--- src/hdl/lpfc_consts.vh ---
`ifndef LPFC_CONSTS_VH
`define LPFC_CONSTS_VH
// register indexes
`define LPFC_ADR_CTRL      3'h0
`define LPFC_ADR_SLEW      3'h1
`define LPFC_ADR_STAT      3'h2
`define LPFC_ADR_IEN       3'h3
`define LPFC_ADR_FLAGS     3'h4
`define LPFC_ADR_DRIVE     3'h5
// bit positions
`define LPFC_B_EN          7
`define LPFC_B_RXO         6
`define LPFC_B_WUE         3
`define LPFC_B_PUS         2
`define LPFC_B_SRC         0
`define LPFC_B_TDIS        7
`define LPFC_B_DT          7
`define LPFC_B_OC          6
`define LPFC_B_DRV         0
// reset values
`define LPFC_RST_SLEW      2'h0
`define LPFC_RST_BYTE      8'h00
// slew encodings
`define LPFC_SLEW_NORM     2'h0
`define LPFC_SLEW_SLOW     2'h1
`define LPFC_SLEW_FAST     2'h2
// mode codes
`define LPFC_M_SHUT        2'h0
`define LPFC_M_NORM        2'h1
`define LPFC_M_RXO         2'h2
`define LPFC_M_STBY        2'h3
// timing
`define LPFC_CLK_MHZ       50
`define LPFC_DT_LIM_US     1000
`define LPFC_OC_MASK_US    10
`define LPFC_WUF_US        100
`define LPFC_IRC_TICKS     2'h2
`define LPFC_BUS_CYCS      2'h2
`endif

--- src/hdl/lpfc_low_timer.v ---
`timescale 1ns/1ns
`default_nettype none
// counts cycles while run_in is high, saturates at LIMIT
module lpfc_low_timer #(
   parameter LIMIT = 500
) (
   input  wire        clk_in,
   input  wire        reset_n_in,
   input  wire        run_in,
   output reg         expired_out
);
   reg  [16:0] cnt_ff;
   wire [16:0] lim = LIMIT[16:0];

   always @(posedge clk_in) begin
      if (!reset_n_in) begin
         cnt_ff      <= 17'h00000;
         expired_out <= 1'b0;
      end else if (!run_in) begin
         cnt_ff      <= 17'h00000;
         expired_out <= 1'b0;
      end else begin
         if (cnt_ff != lim)
            cnt_ff <= cnt_ff + 17'h00001;
         expired_out <= (cnt_ff + 17'h00001 >= lim);
      end
   end
endmodule // lpfc_low_timer
`default_nettype wire

--- src/hdl/lpfc_refault.v ---
`timescale 1ns/1ns
`include "lpfc_consts.vh"
`default_nettype none
// delay after a flag clear: two rc ticks then two bus cycles
module lpfc_refault (
   input  wire        clk_in,
   input  wire        reset_n_in,
   input  wire        start_in,
   input  wire        irc_tick_in,
   output reg         done_out
);
   reg        busy_ff;
   reg  [1:0] tick_ff;
   reg  [1:0] cyc_ff;

   always @(posedge clk_in) begin
      if (!reset_n_in) begin
         busy_ff  <= 1'b0;
         tick_ff  <= 2'h0;
         cyc_ff   <= 2'h0;
         done_out <= 1'b0;
      end else begin
         done_out <= 1'b0;
         if (start_in) begin
            busy_ff <= 1'b1;
            tick_ff <= 2'h0;
            cyc_ff  <= 2'h0;
         end else if (busy_ff) begin
            // first tick may come at once, so two ticks give one full period
            if (tick_ff != `LPFC_IRC_TICKS) begin
               if (irc_tick_in)
                  tick_ff <= tick_ff + 2'h1;
            end else if (cyc_ff != `LPFC_BUS_CYCS - 2'h1) begin
               cyc_ff <= cyc_ff + 2'h1;
            end else begin
               busy_ff  <= 1'b0;
               done_out <= 1'b1;
            end
         end
      end
   end
endmodule // lpfc_refault
`default_nettype wire

--- src/hdl/lpfc_top.v ---
// Function
// - dominant timeout sets bit7, disables transmitter
// - write one clears flag, zero no effect
// - clear while input low: set again
// - overcurrent sets bit6, disables transmitter
// - clear while fault persists: set again
// - enabled flags merge into one request
// - transmit source: serial or direct drive
// - slew choices, reset to 20 kbit/s
// - timeout disable stops dominant protection
// - overcurrent inside mask window not reported
// - shutdown: no wake, no monitoring, registers open
// - enable goes to normal or receive-only
// - disable returns to shutdown
// - normal: rx and tx on, pull-up select
// - receive-only bit toggles normal/receive-only
// - receive-only: tx off, no monitoring
// - stop enters standby, exit restores mode
// - standby wake: long dominant then rise pulses
// - wake disabled forces weak pull-up
// - slew codes 00 norm, 01 slow, 10 fast
// - status bit shows input still dominant
// - re-set delay one to two rc periods
//
// Design decisions made here: strobed register access and the register offsets.
`timescale 1ns/1ns
`include "lpfc_consts.vh"
`default_nettype none
module lpfc_top #(
   parameter DT_LIM_CYC = `LPFC_DT_LIM_US * `LPFC_CLK_MHZ,
   parameter WUF_CYC    = `LPFC_WUF_US * `LPFC_CLK_MHZ
) (
   input  wire        clk_in,
   input  wire        reset_n_in,
   input  wire [2:0]  addr_in,
   input  wire [7:0]  wdata_in,
   input  wire        wr_in,
   input  wire        rd_in,
   output reg  [7:0]  rdata_out,
   input  wire        sci_tx_in,
   input  wire        stop_mode_in,
   input  wire        overcurrent_in,
   input  wire        bus_level_in,
   input  wire        irc_tick_in,
   output reg         tx_enable_out,
   output reg         tx_level_out,
   output reg         rx_enable_out,
   output reg         rx_lowpower_out,
   output reg         pullup_strong_out,
   output reg  [1:0]  slew_out,
   output reg         receive_output_out,
   output reg         wake_pulse_out,
   output reg         irq_out,
   output reg  [1:0]  mode_out
);
   localparam OC_CYC = `LPFC_OC_MASK_US * `LPFC_CLK_MHZ;
   localparam [1:0] ST_SHUT = `LPFC_M_SHUT;
   localparam [1:0] ST_NORM = `LPFC_M_NORM;
   localparam [1:0] ST_RXO  = `LPFC_M_RXO;
   localparam [1:0] ST_STBY = `LPFC_M_STBY;

   function [0:0] w1c_next;
      input f;
      input set;
      input clr;
      begin
         w1c_next = (f & ~clr) | set;
      end
   endfunction

   // control and config
   reg        phy_enable_ff;
   reg        receive_only_select_ff;
   reg        wakeup_enable_ff;
   reg        pullup_select_ff;
   reg        tx_source_ff;
   reg        timeout_disable_ff;
   reg  [1:0] slew_rate_select_ff;
   reg        direct_drive_ff;
   reg        dominant_timeout_irq_enable_ff;
   reg        overcurrent_irq_enable_ff;
   // fault, mode and wake state
   reg        dominant_timeout_flag_ff;
   reg        overcurrent_flag_ff;
   reg        dominant_status_ff;
   reg        dt_lock_ff;
   reg        oc_lock_ff;
   reg  [1:0] mode_ff;
   reg        bus_prev_ff;
   reg        wake_armed_ff;

   reg  [1:0] nxt_mode;
   wire       wr_ctrl  = wr_in && (addr_in == `LPFC_ADR_CTRL);
   wire       wr_slew  = wr_in && (addr_in == `LPFC_ADR_SLEW);
   wire       wr_ien   = wr_in && (addr_in == `LPFC_ADR_IEN);
   wire       wr_flags = wr_in && (addr_in == `LPFC_ADR_FLAGS);
   wire       wr_drive = wr_in && (addr_in == `LPFC_ADR_DRIVE);

   wire tx_src = tx_source_ff ? direct_drive_ff : sci_tx_in;
   wire in_norm = (mode_ff == `LPFC_M_NORM);
   wire in_stby = (mode_ff == `LPFC_M_STBY);
   // monitoring only in normal mode and not disabled
   wire dt_mon = in_norm && !timeout_disable_ff;

   wire dt_expired;
   wire oc_window_over;
   wire wuf_expired;
   wire dt_retry_done;
   wire oc_retry_done;

   lpfc_low_timer #(.LIMIT(DT_LIM_CYC)) u_dt_timer (
      .clk_in      (clk_in),
      .reset_n_in  (reset_n_in),
      .run_in      (dt_mon && !tx_src),
      .expired_out (dt_expired)
   );

   lpfc_low_timer #(.LIMIT(OC_CYC)) u_oc_mask (
      .clk_in      (clk_in),
      .reset_n_in  (reset_n_in),
      .run_in      (in_norm && !tx_src),
      .expired_out (oc_window_over)
   );

   lpfc_low_timer #(.LIMIT(WUF_CYC)) u_wake_filt (
      .clk_in      (clk_in),
      .reset_n_in  (reset_n_in),
      .run_in      (in_stby && wakeup_enable_ff && !bus_level_in),
      .expired_out (wuf_expired)
   );

   wire dt_clr = wr_flags && wdata_in[`LPFC_B_DT];
   wire oc_clr = wr_flags && wdata_in[`LPFC_B_OC];
   // persistence judged while in normal mode only
   wire dt_persist = in_norm && (dominant_status_ff || !tx_src);
   wire oc_persist = in_norm && (overcurrent_in || !tx_src);

   lpfc_refault u_dt_retry (
      .clk_in      (clk_in),
      .reset_n_in  (reset_n_in),
      .start_in    (dt_clr && dt_lock_ff),
      .irc_tick_in (irc_tick_in),
      .done_out    (dt_retry_done)
   );

   lpfc_refault u_oc_retry (
      .clk_in      (clk_in),
      .reset_n_in  (reset_n_in),
      .start_in    (oc_clr && oc_lock_ff),
      .irc_tick_in (irc_tick_in),
      .done_out    (oc_retry_done)
   );

   // first expiry edge; the timer stays expired while low
   reg  dt_exp_prev_ff;
   wire dt_event = dt_expired && !dt_exp_prev_ff && dt_mon;
   wire dt_reset = dt_retry_done && dt_persist;
   wire tx_on    = in_norm && !dt_lock_ff && !oc_lock_ff;
   // events inside the mask window are only current-limited
   wire oc_event = overcurrent_in && tx_on && !tx_src && oc_window_over;
   wire oc_reset = oc_retry_done && oc_persist;

   always @* begin
      nxt_mode = mode_ff;
      case (mode_ff)
         ST_SHUT: begin
            // stop is only honoured from an enabled mode
            if (phy_enable_ff)
               nxt_mode = receive_only_select_ff ? ST_RXO : ST_NORM;
         end
         ST_NORM, ST_RXO: begin
            if (!phy_enable_ff)
               nxt_mode = ST_SHUT;
            else if (stop_mode_in)
               nxt_mode = ST_STBY;
            else if (receive_only_select_ff)
               nxt_mode = ST_RXO;
            else
               nxt_mode = ST_NORM;
         end
         ST_STBY: begin
            if (!phy_enable_ff)
               nxt_mode = ST_SHUT;
            else if (!stop_mode_in)
               nxt_mode = receive_only_select_ff ? ST_RXO : ST_NORM;
         end
         default: begin
            nxt_mode = ST_SHUT;
         end
      endcase
   end

   always @(posedge clk_in) begin
      if (!reset_n_in) begin
         phy_enable_ff                  <= 1'b0;
         receive_only_select_ff         <= 1'b0;
         wakeup_enable_ff               <= 1'b0;
         pullup_select_ff               <= 1'b0;
         tx_source_ff                   <= 1'b0;
         timeout_disable_ff             <= 1'b0;
         slew_rate_select_ff            <= `LPFC_RST_SLEW;
         direct_drive_ff                <= 1'b1;
         dominant_timeout_irq_enable_ff <= 1'b0;
         overcurrent_irq_enable_ff      <= 1'b0;
      end else begin
         if (wr_ctrl) begin
            phy_enable_ff          <= wdata_in[`LPFC_B_EN];
            receive_only_select_ff <= wdata_in[`LPFC_B_RXO];
            wakeup_enable_ff       <= wdata_in[`LPFC_B_WUE];
            pullup_select_ff       <= wdata_in[`LPFC_B_PUS];
            tx_source_ff           <= wdata_in[`LPFC_B_SRC];
         end
         // writes ignored unless the layer is disabled
         if (wr_slew && !phy_enable_ff) begin
            timeout_disable_ff  <= wdata_in[`LPFC_B_TDIS];
            slew_rate_select_ff <= wdata_in[1:0];
         end
         if (wr_drive)
            direct_drive_ff <= wdata_in[`LPFC_B_DRV];
         if (wr_ien) begin
            dominant_timeout_irq_enable_ff <= wdata_in[`LPFC_B_DT];
            overcurrent_irq_enable_ff      <= wdata_in[`LPFC_B_OC];
         end
      end
   end

   always @(posedge clk_in) begin
      if (!reset_n_in) begin
         dominant_timeout_flag_ff <= 1'b0;
         overcurrent_flag_ff      <= 1'b0;
         dominant_status_ff       <= 1'b0;
         dt_lock_ff               <= 1'b0;
         oc_lock_ff               <= 1'b0;
         dt_exp_prev_ff           <= 1'b0;
         mode_ff                  <= `LPFC_M_SHUT;
      end else begin
         mode_ff        <= nxt_mode;
         dt_exp_prev_ff <= dt_expired;
         // set wins over a same-cycle clear
         dominant_timeout_flag_ff <= w1c_next(dominant_timeout_flag_ff,
                                             dt_event || dt_reset, dt_clr);
         overcurrent_flag_ff      <= w1c_next(overcurrent_flag_ff,
                                             oc_event || oc_reset, oc_clr);
         if (dt_event)
            dominant_status_ff <= 1'b1;
         else if (tx_src)
            dominant_status_ff <= 1'b0;
         // lock held until a retry finds the fault gone
         if (dt_event)
            dt_lock_ff <= 1'b1;
         else if (dt_retry_done && !dt_persist)
            dt_lock_ff <= 1'b0;
         if (oc_event)
            oc_lock_ff <= 1'b1;
         else if (oc_retry_done && !oc_persist)
            oc_lock_ff <= 1'b0;
      end
   end

   // wake detect: filtered dominant then rising edge
   always @(posedge clk_in) begin
      if (!reset_n_in) begin
         bus_prev_ff    <= 1'b1;
         wake_armed_ff  <= 1'b0;
         wake_pulse_out <= 1'b0;
      end else begin
         bus_prev_ff    <= bus_level_in;
         wake_pulse_out <= 1'b0;
         if (!in_stby || !wakeup_enable_ff) begin
            wake_armed_ff <= 1'b0;
         end else if (bus_level_in && !bus_prev_ff && (wake_armed_ff || wuf_expired)) begin
            // filter flag lags the release by a cycle, so the edge goes first
            wake_armed_ff  <= 1'b0;
            wake_pulse_out <= 1'b1;
         end else if (wuf_expired) begin
            wake_armed_ff <= 1'b1;
         end
      end
   end

   // link-side outputs, all registered
   always @(posedge clk_in) begin
      if (!reset_n_in) begin
         tx_enable_out      <= 1'b0;
         tx_level_out       <= 1'b1;
         rx_enable_out      <= 1'b0;
         rx_lowpower_out    <= 1'b0;
         pullup_strong_out  <= 1'b0;
         slew_out           <= `LPFC_RST_SLEW;
         receive_output_out <= 1'b1;
         irq_out            <= 1'b0;
         mode_out           <= `LPFC_M_SHUT;
      end else begin
         tx_enable_out   <= tx_on;
         // recessive whenever the driver is off
         tx_level_out    <= tx_on ? tx_src : 1'b1;
         rx_enable_out   <= in_norm || (mode_ff == `LPFC_M_RXO);
         rx_lowpower_out <= in_stby;
         pullup_strong_out <= (mode_ff != `LPFC_M_SHUT) && wakeup_enable_ff
                              && pullup_select_ff;
         slew_out        <= slew_rate_select_ff;
         receive_output_out <= (in_norm || mode_ff == `LPFC_M_RXO) ?
                               bus_level_in : 1'b1;
         irq_out <= (dominant_timeout_flag_ff && dominant_timeout_irq_enable_ff)
                 || (overcurrent_flag_ff && overcurrent_irq_enable_ff);
         mode_out <= mode_ff;
      end
   end

   // register reads, data one cycle after the strobe
   always @(posedge clk_in) begin
      if (!reset_n_in) begin
         rdata_out <= `LPFC_RST_BYTE;
      end else begin
         rdata_out <= `LPFC_RST_BYTE;
         if (rd_in) begin
            if (addr_in == `LPFC_ADR_CTRL) begin
               rdata_out[`LPFC_B_EN]  <= phy_enable_ff;
               rdata_out[`LPFC_B_RXO] <= receive_only_select_ff;
               rdata_out[`LPFC_B_WUE] <= wakeup_enable_ff;
               rdata_out[`LPFC_B_PUS] <= pullup_select_ff;
               rdata_out[`LPFC_B_SRC] <= tx_source_ff;
            end else if (addr_in == `LPFC_ADR_SLEW) begin
               rdata_out[`LPFC_B_TDIS] <= timeout_disable_ff;
               rdata_out[1:0]          <= slew_rate_select_ff;
            end else if (addr_in == `LPFC_ADR_STAT) begin
               rdata_out[`LPFC_B_DT] <= dominant_status_ff;
            end else if (addr_in == `LPFC_ADR_IEN) begin
               rdata_out[`LPFC_B_DT] <= dominant_timeout_irq_enable_ff;
               rdata_out[`LPFC_B_OC] <= overcurrent_irq_enable_ff;
            end else if (addr_in == `LPFC_ADR_FLAGS) begin
               rdata_out[`LPFC_B_DT] <= dominant_timeout_flag_ff;
               rdata_out[`LPFC_B_OC] <= overcurrent_flag_ff;
            end else if (addr_in == `LPFC_ADR_DRIVE) begin
               rdata_out[`LPFC_B_DRV] <= direct_drive_ff;
            end
         end
      end
   end
endmodule // lpfc_top
`default_nettype wire

--- config.mk ---
export PLATFORM = sky130hd
export DESIGN_NAME = lpfc_top
export DESIGN_NICKNAME = d
export VERILOG_FILES = /design/src/hdl/lpfc_low_timer.v /design/src/hdl/lpfc_refault.v /design/src/hdl/lpfc_top.v
export VERILOG_INCLUDE_DIRS = /design/src /design/src/hdl
export SDC_FILE = /design/constraint.sdc
export NUM_CORES = 1
export LEC_CHECK = 0
export ABC_CLOCK_PERIOD_IN_PS = 1800
export BUFFER_PORTS_ARGS = -buffer_cell sky130_fd_sc_hd__buf_4
export CAP_MARGIN = 5
export CORE_UTILIZATION = 55
export CTS_CLUSTER_DIAMETER = 100
export CTS_CLUSTER_SIZE = 10
export DETAILED_ROUTE_END_ITERATION = 12
export PLACE_DENSITY_LB_ADDON = 0.1
export SKIP_LAST_GASP = 1
export SLEW_MARGIN = 20
export SYNTH_ARGS = -nofsm -noshare
export SYNTH_HDL_FRONTEND = slang
export SYNTH_HIERARCHICAL = 1
export SYNTH_SLANG_ARGS = --single-unit
--- constraint.sdc ---
create_clock -name clk_in -period 1.8 [get_ports clk_in]
set_input_delay 0.18 -clock clk_in [delete_from_list [all_inputs] [get_ports clk_in]]
set_output_delay 0.18 -clock clk_in [all_outputs]
set_load 0.05 [all_outputs]
Yosys cells after proc, flatten, opt, wreduce, memory -nomap -nowiden
Index checks and enable logic that the tools add are counted.
{ "word_totals": {"reg_bits": 107, "input_bits": 20, "output_inout_bits": 20, "word_cells": 205} }
{ "op_classes": {"addsub": 7, "magnitude_cmp": 3, "n_eq_ne": 17, "mux": 38, "bitwise": 13, "reduce_logical": 80} }
{ "ops": {"columns": ["operator", "count"], "rows": [
  ["adder 17 x 1 -> 17 bit, second input constant", 3],
  ["logical AND 1 bit", 34],
  ["two-way mux 1 bit", 28],
  ["two-way mux 2 bit", 9],
  ["greater-or-equal comparator 17 x 13 -> 1 bit, second input constant", 1],
  ["greater-or-equal comparator 17 x 16 -> 1 bit, second input constant", 1],
  ["greater-or-equal comparator 17 x 9 -> 1 bit, second input constant", 1],
  ["!= test 17 x 13 -> 1 bit, second input constant", 1],
  ["!= test 17 x 16 -> 1 bit, second input constant", 1],
  ["!= test 17 x 9 -> 1 bit, second input constant", 1],
  ["AND reduction 3 bit", 5],
  ["AND reduction 2 bit", 7],
  ["logical NOT 1 bit", 12],
  ["OR reduction 4 bit", 3],
  ["inverter 1 bit", 9],
  ["adder 2 x 1 -> 2 bit, second input constant", 4],
  ["logical OR 1 bit", 8],
  ["nonzero test 2 bit", 4],
  ["OR reduction 2 bit", 4],
  ["equality test 3 x 2 -> 1 bit, second input constant", 2],
  ["equality test 3 bit, second input constant", 2],
  ["!= test 2 bit, second input constant", 3],
  ["case mux 2 bit (3 select lines)", 1],
  ["equality test 2 bit, second input constant", 2],
  ["other kinds (9)", 12]
]} }

Logic depth before layout (Yosys ltp)
Gate-level depths: netlist of run 1.
{ "logic_depth": {"word_depth": 8, "depth_mapped": 8, "mapped_depth_nobuf": 7} }

By module
Netlist of run 1, hierarchy kept.
{ "by_module_without_submodules": {"columns": ["mod", "n_inst", "cells_each", "area_each_um2", "seq_area_each_um2"], "rows": [
  ["lpfc_top", 1, 169, 1621.6, 780.7],
  ["lpfc_low_timer (u_dt_timer)", 1, 129, 1109.8, 360.3],
  ["lpfc_low_timer (u_oc_mask)", 1, 125, 1102.3, 360.3],
  ["lpfc_low_timer (u_wake_filt)", 1, 123, 1042.2, 360.3],
  ["lpfc_refault", 2, 28, 306.5, 120.1]
]} }

Least setup slack after synthesis of run 1
No wires, ideal clock.
{ "synth_timing": {"path_type": "reg2reg", "start": "register u_wake_filt.cnt_ff[1]", "end": "register u_wake_filt.expired_out", "setup_time_ps": 81, "t_arrival_ps": 1939, "required_time_ps": 1719, "path_slack_ps": -220, "path_stages_with_launch": 9, "path_buffers": 1, "synth_period_minus_slack_ps": 2020, "path_cell_list": "dfxtp_1 ha_1 buf_2 nand3_1 nor2_2 nand3_1 xor2_1 or4b_1 a41oi_1"} }
{ "synth_via": {"elab_chain_cells": 2} }
{ "synth_lines": {"columns": ["element", "line", "rtl"], "rows": [
  ["start, declared", "lpfc_low_timer.v:12", "reg [16:0] cnt_ff;"],
  ["start signal, assigned", "lpfc_low_timer.v:24", "cnt_ff <= cnt_ff + 17'h00001;"],
  ["adder 17 x 1 -> 17 bit", "lpfc_low_timer.v:25", "expired_out <= (cnt_ff + 17'h00001 >= lim);"],
  ["greater-or-equal comparator 17 x 13 -> 1 bit", "lpfc_low_timer.v:25", null],
  ["end signal, assigned", "lpfc_low_timer.v:25", null],
  ["end, declared", "lpfc_low_timer.v:10", "output reg expired_out"]
]} }
No other way between the ends.
A chain may end at the register's enable or synchronous reset.

Worst setup path in the final report of run 1
Same ends and word-level chain as after synthesis.

==> summary.md, run 1 <==
| Metric | Value |
|---|---|
| Post-synth EDFFs | 0 |
| Top cells by count, synth | 105 x dfxtp_1, 77 x nor2_1, 34 x nand3_1, 31 x nand2_1, 27 x xnor2_1 |
| Vias in the first global route | 4131 |
| Status | finished, violations left |
| GPL Wtd Cong | 0.893 |
| Gate power share | 4.2% |
| Fin. max-slew vios | 0 |
| Synth Instances | 602 |
| DPL Wire Length | 8440 um |
| CTS tree | done |
| Final setup viols | 1 |
| Final Instance Count excl. Fillers | 805 |
| Synth top area share | 38.3% |
| P&R area growth vs syn | 16.5% |
| First-pass iteration count of the detailed router | 4 |
| Design Area, Final | 0.00639 mm^2 |
| Primary FF master, synth | dfxtp_1 |
| Initial antenna violation count | 0 |
| Slew margin rel. | 66.8% |
| N_diodes | 0 |
| NumNets Final | 703 |
| Fin crit period | 1.85 ns |
| Grt ovf | 0 |
| Post-route ant nets | 0 |
| Die area | 0.0104 mm^2 |
| CP Buf/Inv Count | 0 |
| RSZ-0062 raised after global routing | yes |
| Root Driver | clkbuf_8 |
| WS Path Type | register to register |
| Mapped Area | 0.00549 mm^2 |
| Avg Cell Area, Syn | 9.12 um^2 |
| Crit path from | u_wake_filt/cnt_ff[1] |
| Std cell rows | 36 |
| Crit path launch type | register |
| Area of placed instances | 0.00611 mm^2 |
| Cell Pwr Density | 602 mW/mm^2 |
| Fmax | 541 MHz |
| Synth area leaders | dfxtp_1 38%, nor2_1 5.3%, xnor2_1 4.3% |
| PnR worst setup slack | -0.0477 ns |
| Final Core Density | 65.7% |
| Leading area contributor after synthesis | dfxtp_1 |
| Flop and latch count out of synthesis | 105 |
| IO Port Bufs | 35 |
| Register area share after synthesis | 38.3% |
| Sequential power share | 60.7% |
| Wire per inst | 14.4 um |
| Most frequent cell after synthesis | dfxtp_1 |
| First-pass GRT wire length | 19000 um |
| Die width | 102 um |
| Synth warn | 6 |
| Pint | 3.00 mW |
| CP max stage delay | 0.48 ns |
| # IOs | 40 |
| Crit. End Element | register |
| Setup Skew | 0.00892 ns |
| CP required | 2.10 ns |
| Initial drt markers | 101 |
| Placed cell count | 786 |
| Via total after detailed routing | 4512 |
| CP delay by family, top | simple AND/OR/NAND/NOR gates |
| Hold Path Origin | wdata_in[2] |
| Post-Place Worst Slack | -0.0137 ns |
| Worst Tran Pin Value | 0.497 ns |
| CP max stage cell | or4b_4 |
| Htree depth | 3 |
| Layout cell share with drive strength beyond 1 | 23.5% |
| Yosys cell types | 83 |
| DR vias/cell | 5.60 |
| Failing checks | setup timing |
| Clock buffer count from CTS | 9 |
| Drt drc | 0 |
| Reg2reg start | u_wake_filt/cnt_ff[1] |
| Die height | 102 um |
| Global-route usage over all layers | 23.1% |
| Later-pin clock latency in the skew report | 0.37 ns |
| Clock share of power | 35.1% |
| Max Cap Violations | 0 |
| Worst Hold Class | input port to register |
| CTS sink count | 105 |
| Worst path cell trace | and2_4 > nand4_4 > or2_1 > o31a_1 > or4b_4 > a41oi_2 |
| Final hold vios | 0 |
| Final worst path period share | 103% |
| Core footprint | 0.00973 mm^2 |
| Longest Clk Path Bufs | 2 |
| Maximum vdd drop | 0.000449 V |
| Final WL | 11600 um |
| Initial cell density of the core | 56.4% |
| Critical path fanouts, max | 5 |
| Async S/R FF share, synth | 0% |
| Leakage power | 2.31 nW |
| Largest net degree at the start of global routing | 21 |
| Switching power | 847 uW |
| Critical Path AT | 2.15 ns |
| Fillers | 866 |
| Sw frac | 22.0% |
| Clk slew on worst S/H paths | 0.09 ns |
[worst min-delay path, stage by stage]
cell and delay [ns]:
buf_4 0.08, mux2i_1 0.06, nor2_1 0.07
[power groups by stage]
stage                     Clock [mW]  Sequential (mW)  Combinational [mW]
after CTS                       1.42             2.34               0.161
after global routing            1.51             2.34               0.174
after global placement             0             2.39               0.157
after detailed placement           0             2.39               0.159
after floorplan                    0             2.40              0.0791
final                           1.35             2.34               0.161
[cell families (layout without fill, tap and decap cells)]
group | after synthesis | after routing | synth area share, %
AOI/OAI and AO/OA | 79 | 79 | 10.8
xor gates and xnor gates | 52 | 52 | 8.30
adders and majority gates | 15 | 15 | 3.42
buffers and inverters | 53 | 122 | 5.11
DFF | 105 | 105 | 38.3
muxes | 18 | 18 | 3.31
other | 1 | 2 | 0.0683
and+or+nand+nor | 279 | 279 | 30.7
[registers in the layout (all words and copies together) (netlist names), 2 cells and up]
signal	flops
mode_ff	2
u_dt_retry/tick_ff	2
slew_out	2
u_oc_retry/tick_ff	2
u_oc_mask/cnt_ff	17
u_dt_timer/cnt_ff	17
u_dt_retry/cyc_ff	2
slew_rate_select_ff	2
mode_out	2
u_oc_retry/cyc_ff	2
rdata_out	6
u_wake_filt/cnt_ff	17
[placed cells by master, fill, tap and decap left out, types with 4 or more instances in the layout]
master / instances
xor2_1: 25
dfxtp_1: 92
nand4b_1: 6
and3_1: 9
a31oi_1: 6
clkbuf_8: 12
and4bb_2: 4
nor2_1: 77
nand4_1: 14
dfxtp_2: 11
o2111a_1: 4
nor4_1: 5
and4_1: 5
nor3_1: 11
nor2b_1: 4
nand3b_1: 12
mux2i_1: 17
nand2_1: 31
a21oi_1: 18
or3b_1: 5
nand3_1: 31
ha_1: 12
o21ai_0: 11
and3b_1: 4
buf_4: 86
and2_1: 8
xnor2_1: 27
nor3b_1: 6
inv_1: 20
[path summary, 6_finish.rpt]
path	end	slack, ns	cells past startpoint
worst min register to register	wake_pulse_out	0.42	1
worst max register to register	u_wake_filt/expired_out	-0.05	6
worst min-delay path	pullup_select_ff	0.04	3
worst max-delay path	u_wake_filt/expired_out	-0.05	6
[through the flow]
| step | hold slack (ns) | TNS (ns) | power (mW) |
|---|---|---|---|
| floorplan | 0.272 | -0.0426 | 2.48 |
| global placement | 0.389 | -0.0140 | 2.55 |
| detailed placement | 0.393 | -0.0137 | 2.55 |
| CTS | 0.0200 | -0.0478 | 3.92 |
| global route | 0.0477 | -0.135 | 4.02 |
| finish | 0.0386 | -0.0477 | 3.85 |
[layer usage]
| metal | part of all wire, % | global-route usage (%) | vias up |
|---|---|---|---|
| met1 | 47 | 29.1 | 2178 |
| met3 | 2.7 | 6.02 | 5 |
| met4 | 0.71 | 5.38 | 0 |
| met5 | 0 | 0 | - |
| li1 | - | - | 2265 |
| met2 | 50 | 39.8 | 64 |
[final cells by class]
cell class	count	area, um^2	share of cell area (%)
repair buffers	87	656	10.3
flip-flops and latches	105	2120	33.2
clock inverters	2	12.5	0.196
inverters	20	75.1	1.17
multi-input cells	445	3190	49.9
well taps	133	166	2.60
clock buffers	13	169	2.64
[repair_timing]
item / 4_1_cts / 5_1_grt
endpoints found under the hold margin: 1 / 0
buffers inserted: 0 / 3
hold buffers: 1 / 0
gates resized for setup: 1 / 18
pin swaps: 0 / 4
setup endpoints to repair: 1 / 6
Power figures use the tool's default switching activity.
==> inputs of run 2 (changes only) <==
--- a/config.mk
+++ b/config.mk
@@ -13,7 +13,7 @@
 export CTS_CLUSTER_DIAMETER = 100
 export CTS_CLUSTER_SIZE = 10
 export DETAILED_ROUTE_END_ITERATION = 12
-export PLACE_DENSITY_LB_ADDON = 0.1
+export PLACE_DENSITY = 0.77
 export SKIP_LAST_GASP = 1
 export SLEW_MARGIN = 20
 export SYNTH_ARGS = -nofsm -noshare
==> run 2 against run 1 <==
  * Power up 1.5%
  * Largest cell class unchanged
  * Wire length down 1.5%
  * The run still ends with setup timing left
  * Combinational power down 3%
  * Global-route usage down 0.58 points
  * Cell area down 0.59%
  * Sequential power about the same
  * Critical path type unchanged
  * Critical endpoint unchanged
  * Non-clock buffer count down 4
  * Largest power group unchanged
==> summary.md, run 2 (synthesized netlist as in run 1, its figures left out) <==
| Metric | Value |
|---|---|
| Total Power | 3.91 mW |
| Final Core Density | 65.3% |
| Later-pin clock latency in the skew report | 0.38 ns |
| Maximum vdd drop | 0.000464 V |
| Largest net degree at the start of global routing | 34 |
| Core footprint | 0.00973 mm^2 |
| Biggest regs | u_dt_timer/cnt_ff (17), u_oc_mask/cnt_ff (17), u_wake_filt/cnt_ff (17) |
| Worst path cell trace | and3_4 > nand4_4 > or2_1 > o31a_1 > or4b_1 > a41oi_2 |
| Post-Place Worst Slack | -0.0994 ns |
| N_diodes | 0 |
| Crit path launch type | register |
| Crit. End Element | register |
| CTS tree | done |
| Layout cell share with drive strength beyond 1 | 22.4% |
| Final WL | 11400 um |
| Initial cell density of the core | 56.4% |
| Via total after detailed routing | 4528 |
| Cell Pwr Density | 614 mW/mm^2 |
| Worst Hold Class | input port to register |
| Critical Path AT | 2.16 ns |
| Global-route usage over all layers | 22.6% |
| Critical path fanouts, max | 2 |
| IO Port Bufs | 35 |
| Max Cap Violations | 0 |
| Wire per inst | 14.2 um |
| GPL Wtd Cong | 0.848 |
| Vias in the first global route | 4254 |
| Crit path from | u_wake_filt/cnt_ff[6] |
| Initial antenna violation count | 0 |
| DPL Wire Length | 8280 um |
| NumNets Final | 699 |
| Std cell rows | 36 |
| Failing checks | setup timing |
| Hold Path Origin | wdata_in[2] |
| Longest Clk Path Bufs | 2 |
| Clk slew on worst S/H paths | 0.10 ns |
| Initial drt markers | 184 |
| CP required | 2.11 ns |
| Die area | 0.0104 mm^2 |
| R2R cell count | 6 |
| Grt ovf | 0 |
| Worst Tran Pin Value | 0.508 ns |
| Fin. max-slew vios | 0 |
| Slew margin rel. | 66.0% |
| Fin crit period | 1.86 ns |
| First-pass GRT wire length | 18800 um |
| CP max stage delay | 0.49 ns |
| Status | finished, violations left |
| # IOs | 40 |
| Hold depth | 3 |
| Post-route ant nets | 0 |
| P&R area growth vs syn | 15.8% |
| Die height | 102 um |
| Fmax | 538 MHz |
| Final setup viols | 1 |
| Drt drc | 0 |
| WS Path Type | register to register |
| Setup TNS | -0.0573 ns |
| Hold WS | 0.0296 ns |
| DR vias/cell | 5.65 |
| Setup Skew | 0.00698 ns |
| Final hold vios | 0 |
| Final worst path period share | 103% |
| Htree depth | 3 |
| PnR worst setup slack | -0.0573 ns |
| Clock buffer count from CTS | 9 |
| CP max stage cell | or4b_1 |
| Root Driver | clkbuf_8 |
| Commonest cells after routing, fill and taps aside | 98 x dfxtp_1, 82 x buf_4, 77 x nor2_1 |
| Most common cell after layout, fill and taps aside | dfxtp_1 |
| RSZ-0062 raised after global routing | yes |
| Die width | 102 um |
| Reg2reg start | u_wake_filt/cnt_ff[6] |
| First-pass iteration count of the detailed router | 5 |
| CTS sink count | 105 |
| Leakage power | 2.31 nW |
## run 2: where the power goes
group	internal [mW]	leakage (nW)	total (mW)	switching (mW)
Combinational	0.0632	1.37	0.156	0.0932
Clock	0.561	0.0952	1.41	0.848
Sequential	2.33	0.850	2.34	0.00807
Total	2.96	2.31	3.91	0.950
## run 2: repair_timing
action / CTS / global route
hold buffers: 1 / 0
endpoints found under the setup margin: 1 / 19
pin swaps: 1 / 3
buffers inserted: 3 / 3
endpoints found under the hold margin: 1 / 0
resized for setup: 1 / 10
## run 2: per-stage QoR
stage                     instances  cell area [um^2]
after floorplan                 603              5540
after global placement          779              6060
after detailed placement        779              6060
after CTS                       799              6290
after global routing            802              6360
final                           802              6360
## run 2: final cells by class
cell class / count / area (um^2)
Inverter: 20 / 75.1
Clock inverter: 6 / 50.0
Clock buffer: 10 / 138
Sequential cell: 105 / 2110
Multi-Input combinational cell: 445 / 3190
Timing Repair Buffer: 83 / 626
Fill cell: 812 / 3370
Tap cell: 133 / 166
## run 2: worst max-delay path, delay by kind of cell (launching register included)
kind,cells,cell delay [ns]
simple gates,4,1.03
compound gates,2,0.41
flops,1,0.34
## run 2: path summary, 6_finish.rpt
| check | end | slack (ns) |
|---|---|---|
| max reg2reg | u_wake_filt/expired_out | -0.06 |
| min | pullup_select_ff | 0.03 |
| min reg2reg | wake_pulse_out | 0.42 |
| max | u_wake_filt/expired_out | -0.06 |
## run 2: layer usage
metal | vias to the layer above | routed length [um] | GRT usage (%)
met2 | 96 | 5620 | 38.4
met5 | - | 0 | 0
met4 | 0 | 248 | 10.0
met3 | 20 | 378 | 4.51
met1 | 2148 | 5160 | 27.7
li1 | 2264 | - | -
